[src/rtl/ipf_pkg.sv]
// Package for the sample input port queue: register map, fields, carriers.
package ipf_pkg;
  // ==========================================================
  // Register byte offsets
  localparam logic [7:0] OFS_QUEUE_HEAD = 8'h00;
  localparam logic [7:0] OFS_STATUS_MAIN = 8'h04;
  localparam logic [7:0] OFS_STATUS_INDEX = 8'h08;
  localparam logic [7:0] OFS_PORT_CTRL = 8'h0c;
  // ==========================================================
  // Control register fields
  localparam int CTL_THR_LSB = 0;
  localparam int CTL_THR_W = 4;
  localparam int CTL_STALL_DIS = 4;
  localparam int CTL_XFER_EN = 5;
  localparam int CTL_OVF_CLR = 6;
  localparam int CTL_PORT_EN = 7;
  localparam logic [7:0] CTL_RESET = 8'h00;
  localparam logic [3:0] THR_MAX = 4'h7;
  // ==========================================================
  // Main status fields
  localparam int ST_PING_LSB = 0;
  localparam int ST_OVF_LSB = 8;
  localparam int ST_XFER_LSB = 17;
  localparam int ST_FILL_LSB = 28;
  // Index status fields
  localparam int IX_WR_LSB = 0;
  localparam int IX_RD_LSB = 4;
  // ==========================================================
  // Queue geometry
  localparam int NCHAN = 8;
  localparam int DEPTH = 8;
  localparam logic [3:0] FILL_FULL = 4'h8;
  localparam logic [3:0] IDX_MAX = 4'h8;
  // Queue entry as read at the head register
  typedef struct packed {
    logic [27:0] serialSampleBits;
    logic stereoSideFlag;
    logic [2:0] sourceChannelTag;
  } ipf_entry_t;
  // Sample arriving from a serial decoder or the parallel capture path
  typedef struct packed {
    logic fromParallel;
    ipf_entry_t entry;
  } ipf_sample_t;
endpackage : ipf_pkg

[src/rtl/ipf_input_port_fifo.sv]
// Output side and status logic of the eight-entry sample queue.
//
// Summary of operation
// - Eight-entry queue; head shows oldest entry
// - Entry bits 2-0 carry source channel
// - Parallel entries: tag and side meaningless
// - Entry bit 3 is stereo side flag
// - Entry bits 31-4 hold left-aligned sample
// - Main status register is read-only
// - Status bits 7-0: ping-pong activity per channel
// - Status bits 15-8: sticky per-channel overflow
// - Bits 24-17 set by enable, until done
// - Activity drops when transfers complete
// - Channels without intended transfer read high
// - Bits 31-28 give queue fill level
// - Core may write queue; index register tracks
// - Index bits 3-0 count core writes
// - Index bits 7-4 count core reads
// - Control bit 6 write-one clears overflow
// - Fill above threshold raises interrupt
// - Enable falling flushes; disabled blocks entry
// - Empty read/full write stall unless disabled
//
// Chosen here: the address map and strobed register access.
`timescale 1ns/1ps
`default_nettype none
module ipf_input_port_fifo #(
  parameter int NCH = ipf_pkg::NCHAN
) (
  input wire logic clock,
  input wire logic nrst,
  // Register port
  input wire logic [7:0] regAddr,
  input wire logic [31:0] regWdata,
  input wire logic regWr,
  input wire logic regRd,
  output logic [31:0] regRdata,
  output logic regRdValid,
  output logic coreStall,
  // Sample write side
  input wire logic sampleValid,
  input wire ipf_pkg::ipf_sample_t sampleIn,
  // Transfer engine drain side
  input wire logic dmaPop,
  output logic dmaPopReady,
  output ipf_pkg::ipf_entry_t headEntry,
  // Transfer engine status
  input wire logic [NCH-1:0] pingpongXferActive,
  input wire logic [NCH-1:0] chanXferIntended,
  input wire logic [NCH-1:0] chanXferDone,
  output logic xferGlobalEnable,
  output logic fillIrq
);
  // ==========================================================
  // Reset synchroniser
  logic rstSync1_q;
  logic rstSync2_q;
  logic rstN;
  // Release is delayed two edges; assertion is immediate
  always_ff @(posedge clock or negedge nrst) begin
    if (!nrst) begin
      rstSync1_q <= 1'b0;
      rstSync2_q <= 1'b0;
    end else begin
      rstSync1_q <= 1'b1;
      rstSync2_q <= rstSync1_q;
    end
  end
  assign rstN = rstSync2_q;
  // ==========================================================
  // State
  ipf_pkg::ipf_entry_t mem_q [ipf_pkg::DEPTH];  // Queue storage
  logic [2:0] wrPtr_q;  // Next slot to fill
  logic [2:0] rdPtr_q;  // Oldest slot
  logic [3:0] fill_q;  // Entries held, 0..8
  logic [3:0] coreWrIdx_q;  // Core writes done
  logic [3:0] coreRdIdx_q;  // Core reads done
  logic [7:0] ctrl_q;  // Control bits (bit 6 never stored)
  logic [NCH-1:0] ovf_q;  // Sticky overflow
  logic [NCH-1:0] xferAct_q;  // Standard transfer activity
  logic xferEnPrev_q;  // Edge detect of transfer enable
  logic pendRd_q;  // Core read waiting for data
  logic pendWr_q;  // Core write waiting for space
  logic [31:0] pendWdata_q;  // Word of the waiting write
  logic [31:0] rdata_q;
  logic rdValid_q;
  // ==========================================================
  // Decode
  wire selHead = regAddr == ipf_pkg::OFS_QUEUE_HEAD;
  wire selMain = regAddr == ipf_pkg::OFS_STATUS_MAIN;
  wire selIndex = regAddr == ipf_pkg::OFS_STATUS_INDEX;
  wire selCtrl = regAddr == ipf_pkg::OFS_PORT_CTRL;
  wire rdHead = regRd && selHead;
  wire wrHead = regWr && selHead;
  wire wrCtrl = regWr && selCtrl;  // Status registers take no writes
  wire portEn = ctrl_q[ipf_pkg::CTL_PORT_EN];
  wire stallDis = ctrl_q[ipf_pkg::CTL_STALL_DIS];
  wire [3:0] threshold = ctrl_q[ipf_pkg::CTL_THR_LSB +: ipf_pkg::CTL_THR_W];
  wire empty = fill_q == 4'h0;
  wire full = fill_q == ipf_pkg::FILL_FULL;
  // Port enable going low this cycle flushes the queue and index counters; overflow flags stay
  wire newPortEn = wrCtrl ? regWdata[ipf_pkg::CTL_PORT_EN] : portEn;
  wire flush = portEn && !newPortEn;
  wire ovfClr = wrCtrl && regWdata[ipf_pkg::CTL_OVF_CLR];
  // ==========================================================
  // Pop and push arbitration
  // Core read has priority over the transfer engine at the head
  wire popCore = (rdHead || pendRd_q) && !empty && !flush;
  wire popDma = dmaPop && !empty && !popCore && !flush;
  wire pop = popCore || popDma;
  // Samples enter only while enabled and space remains
  wire pushSample = sampleValid && portEn && !full && !flush;
  wire dropSample = sampleValid && portEn && full;
  // A colliding core write waits behind a sample
  wire coreWrReq = wrHead || pendWr_q;
  wire pushCore = coreWrReq && portEn && !full && !pushSample && !flush;
  wire push = pushSample || pushCore;
  wire [31:0] coreWord = pendWr_q ? pendWdata_q : regWdata;
  ipf_pkg::ipf_entry_t pushEntry;
  assign pushEntry = pushSample ? sampleIn.entry : ipf_pkg::ipf_entry_t'(coreWord);
  // Hold off an access that cannot complete now
  wire holdRd = rdHead && empty && !stallDis && portEn;
  wire holdWr = wrHead && !pushCore && portEn && !(full && stallDis);
  // ==========================================================
  // Queue storage, written at the tail
  always_ff @(posedge clock) begin
    if (push) begin
      mem_q[wrPtr_q] <= pushEntry;  // Tag, side and sample kept as given
    end
  end
  // Oldest entry drives the head; parallel entries carry junk tag
  assign headEntry = mem_q[rdPtr_q];
  // ==========================================================
  // Pointers and fill level
  always_ff @(posedge clock or negedge rstN) begin
    if (!rstN) begin
      wrPtr_q <= 3'h0;
      rdPtr_q <= 3'h0;
      fill_q <= 4'h0;
    end else if (flush) begin
      wrPtr_q <= 3'h0;
      rdPtr_q <= 3'h0;
      fill_q <= 4'h0;
    end else begin
      wrPtr_q <= wrPtr_q + 3'(push);
      rdPtr_q <= rdPtr_q + 3'(pop);
      fill_q <= fill_q + 4'(push) - 4'(pop);
    end
  end
  // ==========================================================
  // Core index counters, saturating at eight
  always_ff @(posedge clock or negedge rstN) begin
    if (!rstN) begin
      coreWrIdx_q <= 4'h0;
      coreRdIdx_q <= 4'h0;
    end else if (flush) begin
      coreWrIdx_q <= 4'h0;
      coreRdIdx_q <= 4'h0;
    end else begin
      if (pushCore && coreWrIdx_q != ipf_pkg::IDX_MAX) begin
        coreWrIdx_q <= coreWrIdx_q + 4'h1;
      end
      if (popCore && coreRdIdx_q != ipf_pkg::IDX_MAX) begin
        coreRdIdx_q <= coreRdIdx_q + 4'h1;
      end
    end
  end
  // ==========================================================
  // Pending core accesses
  always_ff @(posedge clock or negedge rstN) begin
    if (!rstN) begin
      pendRd_q <= 1'b0;
      pendWr_q <= 1'b0;
      pendWdata_q <= 32'h0;
    end else begin
      // A disabled port would never fill, so waiting ends there
      pendRd_q <= (holdRd || (pendRd_q && !popCore)) && newPortEn;
      pendWr_q <= (holdWr || (pendWr_q && !pushCore)) && newPortEn;
      if (holdWr) begin
        pendWdata_q <= regWdata;
      end
    end
  end
  assign coreStall = pendRd_q || pendWr_q;
  assign dmaPopReady = !empty && !popCore && !flush;
  // ==========================================================
  // Control register
  always_ff @(posedge clock or negedge rstN) begin
    if (!rstN) begin
      ctrl_q <= ipf_pkg::CTL_RESET;
    end else if (wrCtrl) begin
      ctrl_q <= regWdata[7:0] & ~(8'h01 << ipf_pkg::CTL_OVF_CLR);
    end
  end
  assign xferGlobalEnable = ctrl_q[ipf_pkg::CTL_XFER_EN];
  // ==========================================================
  // Sticky overflow; a new overflow wins over a clear
  logic [NCH-1:0] ovfSet;
  assign ovfSet = dropSample ? (NCH'(1) << sampleIn.entry.sourceChannelTag) : '0;
  always_ff @(posedge clock or negedge rstN) begin
    if (!rstN) begin
      ovf_q <= '0;
    end else begin
      ovf_q <= (ovf_q & ~{NCH{ovfClr}}) | ovfSet;
    end
  end
  // ==========================================================
  // Standard transfer activity
  wire xferRise = xferGlobalEnable && !xferEnPrev_q;
  always_ff @(posedge clock or negedge rstN) begin
    if (!rstN) begin
      xferAct_q <= '0;
      xferEnPrev_q <= 1'b0;
    end else begin
      xferEnPrev_q <= xferGlobalEnable;
      if (!xferGlobalEnable) begin
        xferAct_q <= '0;
      end else if (xferRise) begin
        xferAct_q <= '1;
      end else begin
        xferAct_q <= xferAct_q & ~chanXferDone;
      end
    end
  end
  // Channels with nothing planned read high
  wire [NCH-1:0] xferStat = xferAct_q | ~chanXferIntended;
  // ==========================================================
  // Status words
  wire [31:0] statusMain = (32'(pingpongXferActive) << ipf_pkg::ST_PING_LSB)
    | (32'(ovf_q) << ipf_pkg::ST_OVF_LSB)
    | (32'(xferStat) << ipf_pkg::ST_XFER_LSB)
    | (32'(fill_q) << ipf_pkg::ST_FILL_LSB);
  wire [31:0] statusIndex = (32'(coreWrIdx_q) << ipf_pkg::IX_WR_LSB)
    | (32'(coreRdIdx_q) << ipf_pkg::IX_RD_LSB);
  wire [31:0] ctrlRead = {24'h0, ctrl_q};
  wire [31:0] headWord = empty ? 32'h0 : 32'(headEntry);
  wire [31:0] readMux = selHead ? headWord : selMain ? statusMain
    : selIndex ? statusIndex : selCtrl ? ctrlRead : 32'h0;
  // ==========================================================
  // Read data, one cycle after the strobe or after a stall ends
  always_ff @(posedge clock or negedge rstN) begin
    if (!rstN) begin
      rdata_q <= 32'h0;
      rdValid_q <= 1'b0;
    end else begin
      rdValid_q <= (regRd && !holdRd) || (pendRd_q && (popCore || !newPortEn));
      if (pendRd_q) begin
        rdata_q <= popCore ? headWord : 32'h0;
      end else if (regRd) begin
        rdata_q <= readMux;
      end
    end
  end
  assign regRdata = rdata_q;
  assign regRdValid = rdValid_q;
  // Threshold interrupt; thresholds above seven never fire
  assign fillIrq = (threshold <= ipf_pkg::THR_MAX) && (fill_q > threshold);
endmodule : ipf_input_port_fifo
`default_nettype wire

[config.mk]
export PLATFORM = sky130hd
export DESIGN_NAME = ipf_input_port_fifo
export DESIGN_NICKNAME = d
export VERILOG_FILES = /design/src/rtl/ipf_pkg.sv /design/src/rtl/ipf_input_port_fifo.sv
export SDC_FILE = /design/constraint.sdc
export NUM_CORES = 1
export LEC_CHECK = 0
export BUFFER_PORTS_ARGS = -buffer_cell sky130_fd_sc_hd__buf_2
export CORE_MARGIN = 4
export CORE_UTILIZATION = 40
export DETAILED_ROUTE_END_ITERATION = 7
export PLACE_DENSITY = 0.7
export SYNTH_ARGS = -nofsm -noshare
export SYNTH_HDL_FRONTEND = slang
export SYNTH_SLANG_ARGS = --single-unit
[constraint.sdc]
create_clock -name clock -period 3.9 [get_ports clock]
set_input_delay 0.39 -clock clock [delete_from_list [all_inputs] [get_ports clock]]
set_output_delay 0.39 -clock clock [all_outputs]
set_load 0.02 [all_outputs]
==> flow_metrics.py <==
metrics = {
    "timing": {
        "fmax_mhz": 285.9,
        "slew_headroom_pct": 33.85,
        "period_share_pct": 89.69,
        "setup_viol": 0,
        "period_needed_ps": 3498,
        "rsz0062_at_grt": "no",
        "setup_slack_ps": 402.2,
        "clock-skew-final_ps": 31.31,
        "final-max-slew-violation-count": 0,
        "hold_viol": 0,
        "tns_ps": 0,
        "tightestPinTransition_ps": 981.8,
    },
    "layout": {
        "area.sequential_um2": 10480,
        "layout-drive-gt1-share_pct": 33.25,
        "multi_input_comb_area_um2": 4890,
        "areaGrowthSynthToFinish_pct": 19.32,
        "final_cell_mix": "edfxtp_1 (256), buf_2 (170), dfrtp_1 (106)",
        "fin_area_um2": 18740,
        "fin_nets": 1338,
        "fillers": 3337,
        "final_common_cell": "edfxtp_1",
        "stdcell_count": 1767,
    },
    "worst_setup_path": {
        "crit_required_ps": 3510,
        "critPathLaunchType": "flop",
        "critPathKind": "reg2out",
        "crit_path_max_fanout": 51,
        "worstSetupEndpointType": "output port",
        "worstReg2RegStart": "fill_q[2]",
        "crit_start": "rdPtr_q[1]",
        "arrival_ps": 3110,
    },
    "global_route": {
        "antenna_found_initial": 2,
        "grt_overflow_total": 0,
        "grt_use_total_pct": 17.75,
        "grt_max_degree": 65,
        "grt_pass1_wl_um": 56960,
        "grt_pass1_vias": 9459,
    },
    "clock_network": {
        "clkTransAtPathRegs_ps": 60,
        "tritoncts": "yes",
        "cts_buffers": 41,
        "cts_root_buffer": "clkbuf_16",
        "clock-sinks": 367,
        "cts_resized": 0,
        "clkLatencyLatePin_ps": 560,
        "clk_path_buf_depth": 3,
        "htreeDepth": 2,
    },
    "logic_synthesis": {
        "netlist.area_leader.share_pct": 48.96,
        "postSynthCellCount": 1011,
        "ys_types": 58,
        "ys_warn_count": 0,
        "netlist_area_um2": 15700,
        "ys_ff_latch": 367,
        "synth_top_cell_by_area": "edfxtp_1",
        "ys.flop_type": "edfxtp_1",
        "synth_nets": 1132,
        "synth-seq-area-share_pct": 66.65,
        "async_flop_share_pct": 30.25,
        "ys_top_cells_by_area": "edfxtp_1 (49%), dfrtp_1 (18%), mux4_2 (8.3%), mux2_2 (4.3%), mux2i_1 (3.4%)",
        "synth-edff-count": 256,
        "syn_avg_cell_area_um2": 15.53,
    },
    "power": {
        "power.density_nw_per_um2": 597.5,
        "power_mw": 11.20,
        "leakage_nw": 7.106,
        "vdd_drop_max_uv": 376.0,
    },
    "placement": {
        "place_inst": 1691,
        "port_buffers": 170,
        "place_congestion": 0.8357,
        "dp_hpwl_um": 24720,
        "dpl_cell_area_um2": 17390,
        "preCtsSetupSlack_ps": 644.4,
    },
    "detailed_routing": {
        "first_iter_violations": 698,
        "drtPass1Iterations": 5,
        "avgRoutedWirePerCell_um": 21.25,
        "post-route-drc-count": 0,
        "wl_um": 37550,
        "antenna_violating_nets_post_route": 0,
        "vias": 9415,
        "vias_per_cell": 5.328,
    },
    "floorplan": {
        "start_util_pct": 40.54,
        "die_x_um": 206.1,
        "fp.dieH_um": 206.1,
        "rows": 72,
        "core_um2": 38740,
        "fp.dieArea_um2": 42490,
        "num_io_pins": 172,
    },
    "outcome": {
        "outcome": "finished clean",
    },
    "worst_hold_path": {
        "hold_start": "regWdata[10]",
        "hold_class": "in2reg",
    },
    "run": {
        "maxCapViolCount": 0,
    },
}
-- worst paths after layout --
kind	endpoint	slack, ps	depth (start not counted)
hold / removal	pendWdata_q[10]	70	2
setup reg to reg	mem_q[1][20]	1010	6
min in group asynchronous	rstN	130	2
hold reg to reg	rstN	350	0
setup / recovery	headEntry[7]	400	4
max in group asynchronous	xferAct_q[0]	2540	1
-- per-stage QoR --
step                util (%)  hold slack (ps)
finish                 48.37            69.05
CTS                    48.36            47.20
detailed placement     44.90            178.6
floorplan                  -            94.41
global route           48.37            51.11
global placement       44.90            175.3
-- kinds of logic (layout without fill, tap and decap cells) --
family                     after synthesis  after routing  synth area share (%)
adders and majority gates               18             18                 1.482
AOI/OAI and AO/OA                      151            151                 6.247
and+or+nand+nor                        194            194                 6.446
xor gates and xnor gates                 8              8                0.4462
buffers and inverters                  101            338                 2.709
other                                    1              2               0.02388
DFF                                    367            367                 66.65
muxes                                  171            171                 16.00
-- power breakdown --
group / internal [mW] / switching [mW]
Clock: 2.27 / 1.54
Sequential: 4.26 / 0.350
Combinational: 1.22 / 1.55
-- sequential cells by signal, indices dropped and copies added (netlist names) --
signal and count:
xferEnPrev_q 1, rdPtr_q 3, coreRdIdx_q 4, rstN 1, wrPtr_q 3, pendWr_q 1, pendWdata_q 32, regRdValid 1
ovf_q 8, xferAct_q 8, pendRd_q 1, coreWrIdx_q 4, ctrl_q 7, rstSync1_q 1, fill_q 4, mem_q 256
regRdata 32
-- synthesized netlist by cell type (5+ instances only) --
library cell and instances:
a221o_1 7, mux4_2 58, nand3_1 16, and2_1 27
nor4b_1 5, nor2b_1 7, mux2i_1 53, buf_2 19
clkbuf_1 27, nor4_1 6, o2bb2ai_1 8, nor2_1 32
a21oi_1 22, nand3b_1 5, dfrtp_1 111, edfxtp_1 256
nand2_1 63, a22oi_1 8, nor3_1 7, ha_1 17
o221ai_1 12, mux2_2 60, xnor2_1 8, inv_1 48
o21ai_0 64
-- cell type report --
class                      instances  area share (%)
sequential                       367           55.91
multi-input combinational        543           26.10
timing repair buffer             215           6.424
clock buffer                      54           5.903
tap                              518           3.459
clock inverter                    20           1.209
inverter                          49          0.9816
antenna                            1         0.01336
-- layer usage --
| layer | GRT usage (%) | vias to the layer above | routed length, µm |
|---|---|---|---|
| met5 | 0 | - | 13 |
| met4 | 4.777 | 2 | 730 |
| met3 | 3.656 | 60 | 2375 |
| met2 | 27.96 | 291 | 17610 |
| met1 | 25.34 | 4763 | 16810 |
| li1 | - | 4299 | - |
-- worst max-delay path, cell delays in order (launching register included) --
cell and delay (ps):
dfrtp_4 1050, buf_4 400, mux4_2 550, mux2_2 320, buf_2 170
-- repair_timing --
action | CTS | global route
setup buffers | 0 | 0
hold buffers | 1 | 0
endpoints found under the hold margin | 2 | 0
Power figures use the tool's default switching activity.
